### src/shared/sbw_defines.svh
`ifndef SBW_DEFINES_SVH
`define SBW_DEFINES_SVH
// Register addresses (7-bit)
`define SBW_ADDR_MODE_SUPPLY 7'h01
`define SBW_ADDR_HW_CTRL     7'h02
`define SBW_ADDR_WDOG_CTRL   7'h03
`define SBW_ADDR_BUS_CTRL    7'h04
`define SBW_ADDR_EXT_WAKE    7'h07
// Reset values
`define SBW_HW_CTRL_RST      8'h00
`define SBW_WDOG_CTRL_RST    8'h00
`define SBW_BUS_CTRL_RST     8'h20
`define SBW_EXT_WAKE_RST     8'h07
// Hardware control fields
`define SBW_HW_VCFG_BIT      7
`define SBW_HW_FOSW_BIT      5
`define SBW_HW_LS_BIT        3
`define SBW_HW_RSVD_BIT      2
`define SBW_HW_KEEP_MASK     8'h88
// Watchdog control fields
`define SBW_WD_STOP_BIT      6
`define SBW_WD_TYPE_BIT      5
`define SBW_WD_BUSWK_BIT     4
`define SBW_WD_RSVD_BIT      3
`define SBW_WD_WMASK         8'hf7
// Bus control fields
`define SBW_BUS_FLASH_BIT    7
`define SBW_BUS_LSM_BIT      6
`define SBW_BUS_TXTO_BIT     5
`define SBW_BUS_SWK_BIT      2
`define SBW_BUS_FS_LOW       5'h09
`define SBW_BUS_FS_MASK      8'h1f
// External wake fail-safe pattern: bits 6,4,3 zero, 2:0 ones
`define SBW_EXT_FS_CLR_MASK  8'h58
`define SBW_EXT_FS_SET       8'h07
// SPI frame
`define SBW_FRAME_BITS       16
`endif

### src/shared/sbw_pkg.sv
package sbw_pkg;
    // Device mode field codes
    typedef enum logic [1:0] {
        SBW_MODE_NORMAL = 2'h0,
        SBW_MODE_SLEEP  = 2'h1,
        SBW_MODE_STOP   = 2'h2,
        SBW_MODE_SOFT   = 2'h3
    } sbw_mode_e;
    // Transceiver mode decode
    typedef enum logic [1:0] {
        SBW_TRX_OFF     = 2'h0,
        SBW_TRX_WAKE    = 2'h1,
        SBW_TRX_RXONLY  = 2'h2,
        SBW_TRX_NORMAL  = 2'h3
    } sbw_trx_e;
    // Device events that rewrite registers
    typedef struct packed {
        logic enter_sleep;
        logic enter_stop;
        logic enter_restart;
        logic enter_failsafe;
        logic soft_reset;
        logic por;
    } sbw_evt_s;
endpackage : sbw_pkg

### src/shared/sbw_spi_if.sv
`timescale 1ns/1ps
`default_nettype none
// Frame handoff from the SPI shifter to the register bank
interface sbw_spi_if;
    logic       frame_valid;
    logic [6:0] addr;
    logic       write;
    logic [7:0] wdata;
    logic       cs_rise;
    logic       cs_fall;
    logic [7:0] rdata;
    modport shifter (output frame_valid, output addr, output write,
                     output wdata, output cs_rise, output cs_fall,
                     input rdata);
    modport bank    (input frame_valid, input addr, input write,
                     input wdata, input cs_rise, input cs_fall,
                     output rdata);
endinterface : sbw_spi_if
`default_nettype wire

### src/design/sbw_regs.sv
`timescale 1ns/1ps
`default_nettype none
`include "sbw_defines.svh"
module sbw_regs (
    input  wire logic       core_clk,
    input  wire logic       reset,
    input  wire logic       spi_chip_select_n,
    input  wire logic       spi_sclk,
    input  wire logic       spi_mosi,
    output logic            spi_miso,
    output logic            spi_miso_oe,
    input  wire sbw_pkg::sbw_evt_s evt,
    input  wire logic       system_error_flag,
    input  wire logic       failure_flag,
    input  wire logic       failure_detected,
    input  wire logic       dev_wdog_wr,
    input  wire logic [2:0] dev_wdog_period,
    input  wire logic       dev_wdog_stop_off,
    input  wire logic       dev_can_wr,
    input  wire logic [1:0] dev_can_low,
    input  wire logic       dev_lin_wr,
    input  wire logic [1:0] dev_lin_mode,
    input  wire logic [1:0] restart_lin_mode,
    input  wire logic [1:0] restart_can_low,
    output logic            failure_outputs,
    output sbw_pkg::sbw_mode_e mode_request,
    output logic            soft_reset_req,
    output logic            aux_reg_voltage_cfg,
    output logic            aux_reg_load_sharing,
    output logic            wdog_parity_ok,
    output logic            stop_wdog_off_low,
    output logic            wdog_type_select,
    output logic            wdog_start_on_bus_wake,
    output logic [2:0]      wdog_period_field,
    output logic            lin_flash_mode,
    output logic            lin_low_slope_select,
    output logic            lin_tx_timeout_enable,
    output sbw_pkg::sbw_trx_e lin_mode,
    output sbw_pkg::sbw_trx_e can_mode,
    output logic            selective_wake,
    output logic [7:0]      external_wake_control
);
    import sbw_pkg::*;

    sbw_spi_if  spi ();
    logic [7:0] mode_q;
    logic [7:0] hw_q;
    logic [7:0] wdog_q;
    logic [7:0] bus_q;
    logic [7:0] ext_q;
    logic       fo_hw_q;
    logic       parity_q;
    logic       slope_flash_q;
    logic       slope_lsm_q;
    logic       wr_mode;
    logic       wr_hw;
    logic       wr_wdog;
    logic       wr_bus;
    logic       wr_ext;
    logic [7:0] rdata;

    // Bus control reset image, indexed for the slope flops
    localparam logic [7:0] BUS_RST = `SBW_BUS_CTRL_RST;

    // Even parity over a byte
    function automatic logic even_parity(input logic [7:0] v);
        even_parity = ~(^v);
    endfunction : even_parity

    // Write strobe for one address
    function automatic logic wr_hit(input logic [6:0] a, input logic [6:0] t,
                                    input logic v, input logic w);
        wr_hit = v & w & (a == t);
    endfunction : wr_hit

    ////////////////////////////////////////////////////////////////////
    // SPI shifter
    sbw_spi_shift u_shift (
        .core_clk          (core_clk),
        .reset             (reset),
        .spi_chip_select_n (spi_chip_select_n),
        .spi_sclk          (spi_sclk),
        .spi_mosi          (spi_mosi),
        .spi_miso          (spi_miso),
        .spi_miso_oe       (spi_miso_oe),
        .bus               (spi.shifter)
    );

    // Address decode of completed write frames
    assign wr_mode = wr_hit(spi.addr, `SBW_ADDR_MODE_SUPPLY,
                            spi.frame_valid, spi.write);
    assign wr_hw   = wr_hit(spi.addr, `SBW_ADDR_HW_CTRL,
                            spi.frame_valid, spi.write);
    assign wr_wdog = wr_hit(spi.addr, `SBW_ADDR_WDOG_CTRL,
                            spi.frame_valid, spi.write);
    assign wr_bus  = wr_hit(spi.addr, `SBW_ADDR_BUS_CTRL,
                            spi.frame_valid, spi.write);
    assign wr_ext  = wr_hit(spi.addr, `SBW_ADDR_EXT_WAKE,
                            spi.frame_valid, spi.write);

    ////////////////////////////////////////////////////////////////////
    // Mode byte: the whole written byte is kept here
    always_ff @(posedge core_clk) begin
        if (reset || evt.por || evt.soft_reset) begin
            mode_q <= 8'h00;
        end else if (evt.enter_restart) begin
            mode_q <= {2'h0, mode_q[5:0]};
        end else if (wr_mode) begin
            mode_q <= spi.wdata;
        end
    end

    assign mode_request   = sbw_mode_e'(mode_q[7:6]);
    assign soft_reset_req = (mode_q[7:6] == SBW_MODE_SOFT);

    ////////////////////////////////////////////////////////////////////
    // Hardware control register
    always_ff @(posedge core_clk) begin
        if (reset || evt.por) begin
            hw_q <= `SBW_HW_CTRL_RST;
        end else if (evt.soft_reset) begin
            hw_q <= hw_q & `SBW_HW_KEEP_MASK;
        end else if (evt.enter_restart) begin
            hw_q[`SBW_HW_FOSW_BIT] <= 1'b0;
        end else if (wr_hw) begin
            hw_q <= spi.wdata;
            hw_q[`SBW_HW_RSVD_BIT] <= 1'b0;
        end
    end

    // Failure-driven output latch; failure wins over its release
    always_ff @(posedge core_clk) begin
        if (reset || evt.por) begin
            fo_hw_q <= 1'b0;
        end else if (failure_detected) begin
            fo_hw_q <= 1'b1;
        end else if (!failure_flag) begin
            fo_hw_q <= 1'b0;
        end
    end

    assign failure_outputs      = fo_hw_q | hw_q[`SBW_HW_FOSW_BIT];
    assign aux_reg_voltage_cfg  = hw_q[`SBW_HW_VCFG_BIT];
    assign aux_reg_load_sharing = hw_q[`SBW_HW_LS_BIT];

    ////////////////////////////////////////////////////////////////////
    // Watchdog control register
    always_ff @(posedge core_clk) begin
        if (reset || evt.por || evt.soft_reset) begin
            wdog_q   <= `SBW_WDOG_CTRL_RST;
            parity_q <= 1'b1;
        end else if (wr_wdog) begin
            wdog_q   <= spi.wdata & `SBW_WD_WMASK;
            parity_q <= even_parity(spi.wdata);
        end else if (dev_wdog_wr) begin
            wdog_q[`SBW_WD_STOP_BIT] <= dev_wdog_stop_off;
            wdog_q[2:0]              <= dev_wdog_period;
        end
    end

    assign wdog_parity_ok         = parity_q;
    assign stop_wdog_off_low      = wdog_q[`SBW_WD_STOP_BIT];
    assign wdog_type_select       = wdog_q[`SBW_WD_TYPE_BIT];
    assign wdog_start_on_bus_wake = wdog_q[`SBW_WD_BUSWK_BIT];
    assign wdog_period_field      = wdog_q[2:0];

    ////////////////////////////////////////////////////////////////////
    // Bus control register; events ordered by priority
    always_ff @(posedge core_clk) begin
        if (reset || evt.por || evt.soft_reset) begin
            bus_q <= `SBW_BUS_CTRL_RST;
        end else if (evt.enter_failsafe) begin
            bus_q[4:0] <= `SBW_BUS_FS_LOW;
        end else if (evt.enter_restart) begin
            bus_q[4:3] <= restart_lin_mode;
            bus_q[1:0] <= restart_can_low;
        end else if (evt.enter_sleep) begin
            if (!system_error_flag && bus_q[1])
                bus_q[1:0] <= SBW_TRX_WAKE;
        end else if (evt.enter_stop) begin
            bus_q <= bus_q;
        end else if (wr_bus) begin
            bus_q <= spi.wdata;
        end else begin
            if (dev_lin_wr)
                bus_q[4:3] <= dev_lin_mode;
            if (dev_can_wr)
                bus_q[1:0] <= dev_can_low;
        end
    end

    always_ff @(posedge core_clk) begin
        if (reset || evt.por || evt.soft_reset) begin
            slope_flash_q <= BUS_RST[`SBW_BUS_FLASH_BIT];
            slope_lsm_q   <= BUS_RST[`SBW_BUS_LSM_BIT];
        end else if (spi.cs_rise) begin
            slope_flash_q <= wr_bus ? spi.wdata[`SBW_BUS_FLASH_BIT]
                                    : bus_q[`SBW_BUS_FLASH_BIT];
            slope_lsm_q   <= wr_bus ? spi.wdata[`SBW_BUS_LSM_BIT]
                                    : bus_q[`SBW_BUS_LSM_BIT];
        end
    end

    assign lin_flash_mode        = slope_flash_q;
    assign lin_low_slope_select  = slope_lsm_q;
    assign lin_tx_timeout_enable = bus_q[`SBW_BUS_TXTO_BIT];

    sbw_mode_decode u_decode (
        .bus_ctrl           (bus_q),
        .lin_mode           (lin_mode),
        .can_mode           (can_mode),
        .can_selective_wake (selective_wake)
    );

    ////////////////////////////////////////////////////////////////////
    // External wake control register
    always_ff @(posedge core_clk) begin
        if (reset || evt.por || evt.soft_reset) begin
            ext_q <= `SBW_EXT_WAKE_RST;
        end else if (evt.enter_failsafe) begin
            ext_q <= (ext_q & ~`SBW_EXT_FS_CLR_MASK) | `SBW_EXT_FS_SET;
        end else if (wr_ext) begin
            ext_q <= spi.wdata & ~8'h58;
        end
    end

    assign external_wake_control = ext_q;

    ////////////////////////////////////////////////////////////////////
    // Read-back mux, captured at frame start
    always_comb begin
        unique case (spi.addr)
            `SBW_ADDR_MODE_SUPPLY: rdata = mode_q;
            `SBW_ADDR_HW_CTRL:     rdata = hw_q;
            `SBW_ADDR_WDOG_CTRL:   rdata = wdog_q;
            `SBW_ADDR_BUS_CTRL:    rdata = bus_q;
            `SBW_ADDR_EXT_WAKE:    rdata = ext_q;
            default:               rdata = 8'h00;
        endcase
    end
    assign spi.rdata = rdata;
endmodule : sbw_regs
`default_nettype wire

### src/design/sbw_spi_shift.sv
`timescale 1ns/1ps
`default_nettype none
`include "sbw_defines.svh"
// 16-bit SPI slave, mode 0, sampled on core_clk
module sbw_spi_shift (
    input  wire logic core_clk,
    input  wire logic reset,
    input  wire logic spi_chip_select_n,
    input  wire logic spi_sclk,
    input  wire logic spi_mosi,
    output logic      spi_miso,
    output logic      spi_miso_oe,
    sbw_spi_if.shifter bus
);
    logic [1:0] csn_sync_q;
    logic [1:0] sclk_sync_q;
    logic [1:0] mosi_sync_q;
    logic       csn_prev_q;
    logic       sclk_prev_q;
    logic [15:0] shift_q;
    logic [15:0] out_q;
    logic [4:0]  count_q;
    logic        sclk_rise;
    logic        sclk_fall;

    ////////////////////////////////////////////////////////////////////
    // Two-stage synchronisers
    always_ff @(posedge core_clk) begin
        if (reset) begin
            csn_sync_q  <= 2'h3;
            sclk_sync_q <= 2'h0;
            mosi_sync_q <= 2'h0;
            csn_prev_q  <= 1'b1;
            sclk_prev_q <= 1'b0;
        end else begin
            csn_sync_q  <= {csn_sync_q[0], spi_chip_select_n};
            sclk_sync_q <= {sclk_sync_q[0], spi_sclk};
            mosi_sync_q <= {mosi_sync_q[0], spi_mosi};
            csn_prev_q  <= csn_sync_q[1];
            sclk_prev_q <= sclk_sync_q[1];
        end
    end

    assign sclk_rise   = sclk_sync_q[1] & ~sclk_prev_q & ~csn_sync_q[1];
    assign sclk_fall   = ~sclk_sync_q[1] & sclk_prev_q & ~csn_sync_q[1];
    assign bus.cs_fall = ~csn_sync_q[1] & csn_prev_q;
    assign bus.cs_rise = csn_sync_q[1] & ~csn_prev_q;

    ////////////////////////////////////////////////////////////////////
    // Shift in on rising edges, out on falling edges
    always_ff @(posedge core_clk) begin
        if (reset) begin
            shift_q <= 16'h0000;
            out_q   <= 16'h0000;
            count_q <= 5'h00;
        end else if (bus.cs_fall) begin
            count_q <= 5'h00;
            out_q   <= {8'h00, bus.rdata};
        end else if (sclk_rise) begin
            shift_q <= {shift_q[14:0], mosi_sync_q[1]};
            if (count_q != 5'h1f)
                count_q <= count_q + 5'h01;
        end else if (sclk_fall) begin
            out_q <= {out_q[14:0], 1'b0};
        end
    end

    // Frame complete only with exactly 16 bits on chip-select rise
    assign bus.frame_valid = bus.cs_rise &&
                             (count_q == 5'(`SBW_FRAME_BITS));
    assign bus.write       = shift_q[15];
    assign bus.addr        = shift_q[14:8];
    assign bus.wdata       = shift_q[7:0];
    assign spi_miso        = out_q[15];
    assign spi_miso_oe     = ~csn_sync_q[1];
endmodule : sbw_spi_shift
`default_nettype wire

### src/design/sbw_mode_decode.sv
`timescale 1ns/1ps
`default_nettype none
// Decodes the bus-control register into transceiver controls
module sbw_mode_decode (
    input  wire logic [7:0]         bus_ctrl,
    output sbw_pkg::sbw_trx_e       lin_mode,
    output sbw_pkg::sbw_trx_e       can_mode,
    output logic                    can_selective_wake
);
    import sbw_pkg::*;
    // LIN field bits 4:3, CAN field low bits 1:0, bit 2 selective wake
    assign lin_mode           = sbw_trx_e'(bus_ctrl[4:3]);
    // CAN low bits and selective wake
    assign can_mode           = sbw_trx_e'(bus_ctrl[1:0]);
    assign can_selective_wake = bus_ctrl[2];
endmodule : sbw_mode_decode
`default_nettype wire

### config.mk
export PLATFORM = sky130hd
export DESIGN_NAME = sbw_regs
export DESIGN_NICKNAME = d
export VERILOG_FILES = /design/src/shared/sbw_pkg.sv /design/src/shared/sbw_spi_if.sv /design/src/design/sbw_regs.sv /design/src/design/sbw_spi_shift.sv /design/src/design/sbw_mode_decode.sv
export VERILOG_INCLUDE_DIRS = /design/src /design/src/shared
export SDC_FILE = /design/constraint.sdc
export NUM_CORES = 1
export LEC_CHECK = 0
export BUFFER_PORTS_ARGS = -buffer_cell sky130_fd_sc_hd__buf_2
export CORE_ASPECT_RATIO = 0.9
export CORE_MARGIN = 2
export CORE_UTILIZATION = 30
export CTS_CLUSTER_DIAMETER = 100
export DETAILED_ROUTE_END_ITERATION = 8
export PLACE_DENSITY_LB_ADDON = 0.1
export RECOVER_POWER = 50
export SETUP_SLACK_MARGIN = 0.3
export SLEW_MARGIN = 5
export SYNTH_ARGS = -nofsm -noshare
export SYNTH_HDL_FRONTEND = slang
export SYNTH_SLANG_ARGS = --single-unit
### constraint.sdc
create_clock -name core_clk -period 1.8 [get_ports core_clk]
set_clock_uncertainty 0.15 [all_clocks]
set_input_delay 0.18 -clock core_clk [delete_from_list [all_inputs] [get_ports core_clk]]
set_output_delay 0.18 -clock core_clk [all_outputs]
set_load 0.005 [all_outputs]
---- After elaboration in Yosys (flattened, before gate mapping) ----
Index checks and enable logic that the tools add are counted.
Widths: inputs -> output; s select.
operators by class
  equal/unequal tests ..................... 18
  bitwise operators ....................... 25
  muxes and demuxes ....................... 25
  reduce and logical (&&, ||, !) cells .... 31
  add/sub/neg operators ................... 1
operators with widths
  kind                 number
  $pmux 8 s5           1
  $mux 8               3
  $mux 2               8
  $reduce_and 3->1     5
  $eq 7x2->1 const B   2
  $eq 7x3->1 const B   2
  $reduce_and 2->1     7
  $and 1x1->1          12
  $not 1->1            12
  $mux 3               3
  $mux 1               8
  $ne 4x3->1 const B   2
  $reduce_bool 4->1    2
  $reduce_or 2->1      4
  $reduce_xor 8->1     1
  $eq 7x1->1 const B   1
  $ne 2x2->1 const B   3
  $ne 3x2->1 const B   2
  $ne 3x3->1 const B   2
  $add 5x1->5 const B  1
  $eq 5x5->1 const B   1
  $mux 5               1
  $ne 5x5->1 const B   1
  $reduce_and 5->1     1
  12 further kinds     15
word-level totals
  output and inout port bits .............. 31
  input port bits ......................... 29
  register bits after elaboration ......... 84

---- Depth between registers and ports, before layout ----
Gate-level depths: netlist of run 1.
  depth in word-level cells ............... 10
  mapped depth ............................ 9
  gate-level depth less buffers ........... 7

---- Cells and area by module ----
A second synthesis of run 1 with hierarchy kept.
second synthesis, totals
  cell total of the unflattened synthesis .. 438
  area total of the unflattened synthesis .. 4071.4 µm²
modules (own cells, without submodules)
  module           sequential area each (µm²)  times used  area an instance (µm²)  cells an instance
  sbw_regs         780.7                       1           2200.9                  246
  sbw_spi_shift    900.9                       1           1833.0                  187
  sbw_mode_decode  0.0                         1           37.5                    5

---- Least setup slack after synthesis of run 1 ----
No wires, ideal clock.
  path type ............................... reg-to-reg
  from .................................... register u_shift.csn_sync_q[1]
  to ...................................... register wdog_q[4]
  clock period less this slack ............ 1.967 ns
  buffers on the path ..................... 3
  path slack .............................. -0.167 ns
  library setup time ...................... 0.128 ns
  data arrival time ....................... 1.689 ns
  cell stages (with the launch flop) ...... 9
  cells stage by stage .................... dfxtp_1 clkbuf_1 and3b_1 nand3_2 or3_1 clkbuf_1 buf_2 mux2i_1 nor2_1
on the way
  word-level cells in the longest chain between the ends .. 4
RTL lines
  item                           line                 RTL
  start, declared                sbw_spi_shift.sv:15  logic [1:0] csn_sync_q;
  start signal, assigned         sbw_spi_shift.sv:36  csn_sync_q <= {csn_sync_q[0], spi_chip_select_n};
  $and 1x1->1                    sbw_spi_shift.sv:47  assign bus.cs_rise = csn_sync_q[1] & ~csn_prev_q;
  $logic_and 1x1->1              sbw_spi_shift.sv:69  assign bus.frame_valid = bus.cs_rise &&
  $and 1x1->1 (2 in series)      sbw_regs.sv:73       wr_hit = v & w & (a == t);
  end signal, assigned           sbw_regs.sv:150      wdog_q <= `SBW_WDOG_CTRL_RST;
  end signal, assigned           sbw_regs.sv:153      wdog_q <= spi.wdata & `SBW_WD_WMASK;
  end signal, assigned by index  sbw_regs.sv:156      wdog_q[`SBW_WD_STOP_BIT] <= dev_wdog_stop_off;
  end, declared                  sbw_regs.sv:48       logic [7:0] wdog_q;
Every way passes these cells.
A chain may end at the register's enable or synchronous reset.

---- Worst setup path in the final report of run 1 ----
  from .................................... register u_shift.count_q[0]
  to ...................................... register mode_q[2]
on the way
  word-level cells in the longest chain between the ends .. 5
RTL lines
  item                        line                 RTL
  start, declared             sbw_spi_shift.sv:22  logic [4:0] count_q;
  start signal, assigned      sbw_spi_shift.sv:62  count_q <= count_q + 5'h01;
  $eq 5x5->1                  sbw_spi_shift.sv:70  (count_q == 5'(`SBW_FRAME_BITS));
  $logic_and 1x1->1           sbw_spi_shift.sv:69
  $and 1x1->1 (2 in series)   sbw_regs.sv:73
  $reduce_and 2->1 (no line)  --
  end signal, assigned        sbw_regs.sv:107      mode_q <= {2'h0, mode_q[5:0]};
  end signal, assigned        sbw_regs.sv:109      mode_q <= spi.wdata;
  end, declared               sbw_regs.sv:46       logic [7:0] mode_q;
Every way passes these cells.

==> metrics.md, run 1 <==
| Metric | Value |
|---|---|
| Hold Vio Cnt, Final | `0` |
| Clock share of power | `46.0%` |
| RSZ-0062 raised after global routing | `true` |
| Synth Area in XOR/XNOR | `under 10%` |
| Status | `complete, but fails checks` |
| Adder-Cell Fraction of Synth Area | `0.965%` |
| # fillers | `1240` |
| Inserted Diodes | `0` |
| FMAX | `0.528 GHz` |
| Seq pwr share | `a little under half` |
| Tightest Pin Transition | `0.959 ns` |
| Critical Path RT | `1.89 ns` |
| Setup crit end | `mode_q[2]` |
| WS Path Type | `flop to flop` |
| Remaining antenna violation count after routing | `0` |
| H-tree depth | `3` |
| Max rail drop VDD | `about 0.00039 V` |
| Commonest cells after routing, fill and taps aside | `dfxtp_1 (77), buf_4 (50), nor2_1 (48)` |
| Post-synth cell types | `52` |
| Worst Setup Slack, final | `-0.0935 ns` |
| Grt met3 use | `4.88%` |
| First-pass GRT wire length | `approximately 19 mm` |
| R2R Path End | `mode_q[2]` |
| Hpwl dp | `approximately 8.4 mm` |
| Avg Inst Size Synth | `approximately 8.4 um^2` |
| DR pass1 iterations | `4` |
| Drt wl/cell | `about 17 um` |
| Gr ovfl total | `0` |
| Hold_sp | `evt[5]` |
| Tmin final | `1.89 ns` |
| Die H | `about 110 um` |
| Largest family of logic cells by synthesized area | `simple AND/OR/NAND/NOR gates` |
| Synth area leaders | `dfxtp_1 (43%), mux2i_1 (10%), nand2_1 (6.7%)` |
| Leading area contributor after synthesis | `dfxtp_1` |
| Clock slew seen by the registers of the worst setup and hold paths | `roughly 0.060 ns` |
| Seq cells post-synth | `84` |
| Vias/cell | `4.88` |
| Yosys warnings | `0` |
| Mux cell area share after synthesis | `10.6%` |
| Simple logic cell fraction of the synthesized area | `a little under a quarter` |
| Pleak | `2.42 nW` |
| Critical register-to-register path startpoint | `u_shift.count_q[0]` |
| Share of cells above drive strength 1 | `roughly 45%` |
| Power density over the cells | `~670 mW/mm^2` |
| Deepest clock path buffer count | `2` |
| Final Cycle Share | `105%` |
| Clock latency on the worst-skew pair | `0.35 ns` |
| Area growth from synthesis to layout | `51.9%` |
| Combinational power share | `a little over 6%` |
| Flop2flop setup slack | `-0.09 ns` |
| RePlAce Congestion | `between 0.7 and 0.8` |
| Post-DP Area | `0.00466 mm^2` |
| Met2 Use GR | `~28%` |
| Final Max Tran Viols | `0` |
| Switching fraction of total power | `22.7%` |
| Cells after Synth | `462` |
| Post-synthesis compound-gate area fraction | `a little over an eighth` |
| Initial antenna violation count | `0` |
| R2R depth | `8` |
| Critical path endpoint category | `flop` |
| Int Pwr | `just over 0.003 W` |
| Final nets | `611` |
| Core Footprint | `0.0127 mm^2` |
| Io pins | `60` |
| Total track usage | `a little under a fifth` |
| # clock sinks | `between 80 and 90` |
| IO buf count | `56` |
| Post-route insts no fill | `748` |
| GRT met1 Usage | `26.2%` |
| Post-synth EDFFs | `0` |
| Post-synthesis sequential area ratio | `43.2%` |
| Crit path from | `u_shift.count_q[0]` |
| Largest net degree at the start of global routing | `37` |
| Routed WL | `between 10 and 15 mm` |
| DRC | `0` |
| Net Sw Power | `0.000898 W` |
| Violated checks | `negative setup slack` |
| Die Wd | `124 um` |
| Vias in the first global route | `3517` |
| Placed cells | `697` |
| CTS tree | `built` |
| Root Buffer | `clkbuf_16` |
| DIE AREA | `0.0139 mm^2` |
| Initial Util | `30.7%` |
| CP startpoint kind | `flop` |
| CP max FO | `6` |
| Max-cap violations | `0` |
| HP Class | `input port to flop` |
| Final setup violation count | `23` |
| DR iter-0 viols | `159` |
| Share of the synthesized area in the top cell type | `a little over two fifths` |
| Synth Cell Area | `0.00389 mm^2` |
| Detailed-route via count | `3647` |
| Post-route cell area | `0.00591 mm^2` |
| WP data arrival | `~2 ns` |
| Layer with the highest usage | `met2` |
| Synth Flop Type | `dfxtp_1` |
| Rows | `39` |
| Inserted Clock Buffers | `9` |
| Slew headroom | `between 30% and 40%` |
| Asr flop ratio synth | `0%` |
| Commonest non-fill, non-tap cell in the layout | `dfxtp_1` |
## how the worst min path moves through the flow
stage / end / slack (ns) / depth (start not counted)
after global placement: u_shift.csn_sync_q[0] / 0.25 / 2
after floorplan: bus_q[2] / 0.11 / 1
final: bus_q[0] / 0.05 / 3
after detailed placement: u_shift.csn_sync_q[0] / 0.25 / 2
after global routing: wdog_q[0] / 0.06 / 3
after CTS: bus_q[3] / 0.02 / 3
## cell type report
cell class,count,area (um^2),area share [%]
repair buffers,150,1140,19.2
clock inverters,5,52.6,0.890
clock buffers,11,233,3.94
well taps,164,205,3.47
inverters,5,23.8,0.402
flip-flops and latches,84,1690,28.7
multi-input cells,329,2560,43.4
## metrics by stage
| step | hold WS (ns) | power [W] | utilization (%) | setup WS, ns | setup TNS (ns) |
|---|---|---|---|---|---|
| 4_1_cts | 0.0185 | 0.00400 | 43.9 | -0.101 | -1.67 |
| 3_5_place_dp | 0.246 | 0.00211 | 36.7 | -0.158 | -2.69 |
| 3_3_place_gp | 0.248 | 0.00210 | 36.7 | -0.109 | -1.26 |
| 2_1_floorplan | 0.109 | 0.00203 | - | -0.0417 | -0.346 |
| 6_report | 0.0455 | 0.00396 | 46.6 | -0.0935 | -1.10 |
| 5_1_grt | 0.0573 | 0.00410 | 46.6 | -0.160 | -4.51 |
## kinds of logic after synthesis
group / Yosys count
compound gates: 80
xor+xnor: 10
fa+ha+maj: 3
buf+inv: 52
flops: 84
mux: 41
other cells: 1
simple gates: 191
## critical path, cell delays in order, from the launching register on
cell     delay, ns
dfxtp_2       0.33
inv_2         0.06
ha_4          0.11
and3b_2       0.24
nand2_2       0.07
or4_4         0.48
buf_6         0.16
mux2i_1       0.14
nor2_1        0.06
## power groups by stage
stage | clock, W | sequential (W) | combinational, W
CTS | 0.00188 | 0.00189 | 0.000230
detailed placement | 0 | 0.00193 | 0.000173
floorplan | 0 | 0.00193 | 0.000104
finish | 0.00182 | 0.00189 | 0.000246
global placement | 0 | 0.00193 | 0.000171
global route | 0.00194 | 0.00189 | 0.000267
## timing repair
item,CTS,global route
pin swaps,62,50
hold buffers,13,0
setup buffers,10,9
endpoints found under the hold margin,11,0
endpoints found under the setup margin,69,75
resized for setup,111,68
gates cloned,3,0
## state kept, by name (all words and copies together) (netlist names)
name,flops
u_shift.sclk_prev_q,1
wdog_parity_ok,1
external_wake_control,5
bus_q,8
u_shift.sclk_sync_q,2
fo_hw_q,1
lin_flash_mode,1
u_shift.csn_prev_q,1
u_shift.shift_q,16
mode_q,8
lin_low_slope_select,1
u_shift.count_q,5
u_shift.mosi_sync_q,2
hw_q,7
wdog_q,7
u_shift.csn_sync_q,2
u_shift.out_q,16
## layer usage
layer | share of wire (%) | up-vias
met2 | 46 | 61
met3 | 3.7 | 7
met5 | 0 | -
met4 | 0.75 | 0
met1 | 49 | 1780
li1 | - | 1799
## cells in the mapped netlist, types with 5 or more instances
| master | number |
|---|---|
| buf_4 | 13 |
| nor3_1 | 15 |
| nor2b_1 | 11 |
| nand2b_1 | 5 |
| a211oi_1 | 12 |
| or2_2 | 5 |
| clkbuf_1 | 26 |
| xnor2_1 | 7 |
| dfxtp_1 | 84 |
| a21oi_1 | 33 |
| inv_1 | 5 |
| nand2_1 | 69 |
| mux2i_1 | 39 |
| o21ai_0 | 10 |
| nor2_1 | 60 |
| a22oi_1 | 7 |
Note: power is estimated with default switching activity, not from simulation.
==> run 2, diff against run 1 <==
Settings changed: ABC_CLOCK_PERIOD_IN_PS set to 1800, CELL_PAD_IN_SITES_DETAIL_PLACEMENT set to 2, CELL_PAD_IN_SITES_GLOBAL_PLACEMENT set to 2.
==> run 2 against run 1 <==
Effect of this change:
- die area unchanged
- critical endpoint is now mode_q[0]
- setup slack worse by 0.063 ns
- largest cell class unchanged
- global-route usage up 3.2 points
- the flow still finishes with violations (negative setup slack)
- count of clock-buffer cells in the layout unchanged
- final area down 6.5%
- routed wire length up 17%
- first-iteration DRC count down 21%
- critical path type unchanged
==> metrics.md, run 2 (same netlist as run 1, synthesis figures left out) <==
| Metric | Value |
|---|---|
| Final nets | `599 (-2.0%)` |
| Die Wd | `124 um (unchanged)` |
| Total track usage | `21.6% (+3.2 points)` |
| Vias/cell | `5.10 (+4.6%)` |
| Fin Hold WS | `0.0188 ns (-0.0267 ns)` |
| CP max FO | `6 (unchanged)` |
| RSZ-0062 raised after global routing | `true` |
| Critical path endpoint category | `flop` |
| Deepest clock path buffer count | `2 (unchanged)` |
| WP buf/inv | `2 (unchanged)` |
| Register Area | `0.00169 mm^2 (unchanged)` |
| Critical Path RT | `1.89 ns (about the same)` |
| Final Cycle Share | `109% (+3.5 points)` |
| Routed WL | `14.6 mm (+17%)` |
| Gr ovfl total | `0 (unchanged)` |
| Clock slew seen by the registers of the worst setup and hold paths | `0.06 ns (about the same)` |
| Initial antenna violation count | `0 (unchanged)` |
| Largest net degree at the start of global routing | `22 (-41%)` |
| Power density over the cells | `700 mW/mm^2 (+4.5%)` |
| Hpwl dp | `10.0 mm (+20%)` |
| Worst path cell trace | `inv_2, ha_4, and3b_2, nand2_2, or4_4, buf_8, mux2i_1, nor2_1` |
| Detailed-route via count | `3754 (+2.9%)` |
| IO buf count | `56 (unchanged)` |
| Final setup violation count | `29 (+26%)` |
| FMAX | `0.511 GHz (-3.2%)` |
| # clock sinks | `84 (unchanged)` |
| Regs by FF count | `u_shift.out_q (16), u_shift.shift_q (16)` |
| DR pass1 iterations | `4 (unchanged)` |
| Remaining antenna violation count after routing | `0 (unchanged)` |
| Initial Util | `30.7% (unchanged)` |
| Clock latency on the worst-skew pair | `0.35 ns (about the same)` |
| CP startpoint kind | `flop` |
| Commonest non-fill, non-tap cell in the layout | `dfxtp_1` |
| # fillers | `1416 (+14%)` |
| H-tree depth | `3 (unchanged)` |
| Footprint of the multi-input gates | `0.00234 mm^2 (-8.8%)` |
| Inserted Diodes | `0 (unchanged)` |
| Area growth from synthesis to layout | `42.0%` |
| WP data arrival | `2.04 ns (+0.05 ns)` |
| RePlAce Congestion | `0.817 (+3.2%)` |
| Final setup TNS | `-1.97 ns (-0.869 ns)` |
| DRC | `0 (unchanged)` |
| Drt wl/cell | `19.8 um (+19%)` |
| WS Path Type | `flop to flop` |
| Vias in the first global route | `4018 (+14%)` |
| CP delay by family, top | `simple AND/OR/NAND/NOR gates` |
| Violated checks | `negative setup slack` |
| DR iter-0 viols | `126 (-21%)` |
| HP Class | `input port to flop` |
| Tmin final | `1.96 ns (+0.0630 ns)` |
| Core Footprint | `0.0127 mm^2 (unchanged)` |
| Tightest Pin Transition | `0.489 ns (-0.470 ns)` |
| Rows | `39 (unchanged)` |
| Final Max Tran Viols | `0 (unchanged)` |
| Status | `complete, but fails checks` |
| Hold Vio Cnt, Final | `0 (unchanged)` |
| Max-cap violations | `0 (unchanged)` |
| First-pass GRT wire length | `22.5 mm (+18%)` |
| DIE AREA | `0.0139 mm^2 (unchanged)` |
| Inserted Clock Buffers | `9 (unchanged)` |
| Io pins | `60 (unchanged)` |
| Root Buffer | `clkbuf_16` |
| Die H | `112 um (unchanged)` |
| Commonest cells after routing, fill and taps aside | `dfxtp_1 (77), nand2_1 (54), buf_4 (50)` |
| CTS tree | `built` |
| Pleak | `2.08 nW (-14%)` |
| Critical Path Max Stage Delay | `0.49 ns (about the same)` |
| Share of cells above drive strength 1 | `37.4% (-7.6 points)` |
| Worst Setup Slack, final | `-0.156 ns (-0.0630 ns)` |
| Slew headroom | `67.1% (+31 points)` |
| Slowest-stage cell, CP | `or4_4` |
| Max rail drop VDD | `0.000520 V (+34%)` |
[run 2: cell type report]
type                       instances  share of cell area (%)
multi-input combinational        329                    42.3
sequential                        84                    30.7
timing repair buffer             138                    18.0
clock buffer                      11                    4.40
tap                              164                    3.72
clock inverter                     5                   0.499
inverter                           5                   0.340
[run 2: report_power, final]
part | internal [W] | switching [W]
Clock | 0.000964 | 0.000782
Combinational | 0.000102 | 0.000127
Sequential | 0.00188 | 0.0000131
Total | 0.00294 | 0.000923
[run 2: final timing paths]
kind                          start                     end  slack, ns  depth (start not counted)
max              u_shift.count_q[1]               mode_q[0]      -0.16                          8
min             restart_lin_mode[0]                bus_q[3]       0.02                          3
min reg2reg  u_shift.sclk_sync_q[0]  u_shift.sclk_sync_q[1]       0.28                          1
max reg2reg      u_shift.count_q[1]               mode_q[0]      -0.16                          8
[run 2: through the flow]
stage | instance area, um^2 | total power, W | util, % | cells | setup WS, ns
after detailed placement | 4630 | 0.00211 | 36.5 | 694 | -0.178
after floorplan | 4030 | 0.00203 | - | 464 | -0.0417
after global placement | 4630 | 0.00211 | 36.5 | 694 | -0.115
final | 5520 | 0.00387 | 43.5 | 736 | -0.156
after global routing | 5520 | 0.00402 | 43.5 | 736 | -0.265
after CTS | 5270 | 0.00391 | 41.6 | 728 | -0.130
[run 2: routing by layer]
metal,track usage [%],vias up,routed length (um)
li1,-,1782,-
met1,28.9,1892,6760
met2,35.7,70,7110
met3,4.83,10,611
met4,4.57,0,111
met5,0,-,0
[run 2: tightest hold or removal path: stages]
cell and delay [ns]:
buf_2 0.08, a21oi_1 0.06, a31oi_1 0.16
[run 2: what timing repair did]
item	CTS	global route
gates cloned	2	0
endpoints found under the setup margin	76	78
pin swaps	31	30
buffers inserted	6	8
resized for setup	54	55
hold buffers	10	0
endpoints found under the hold margin	10	0
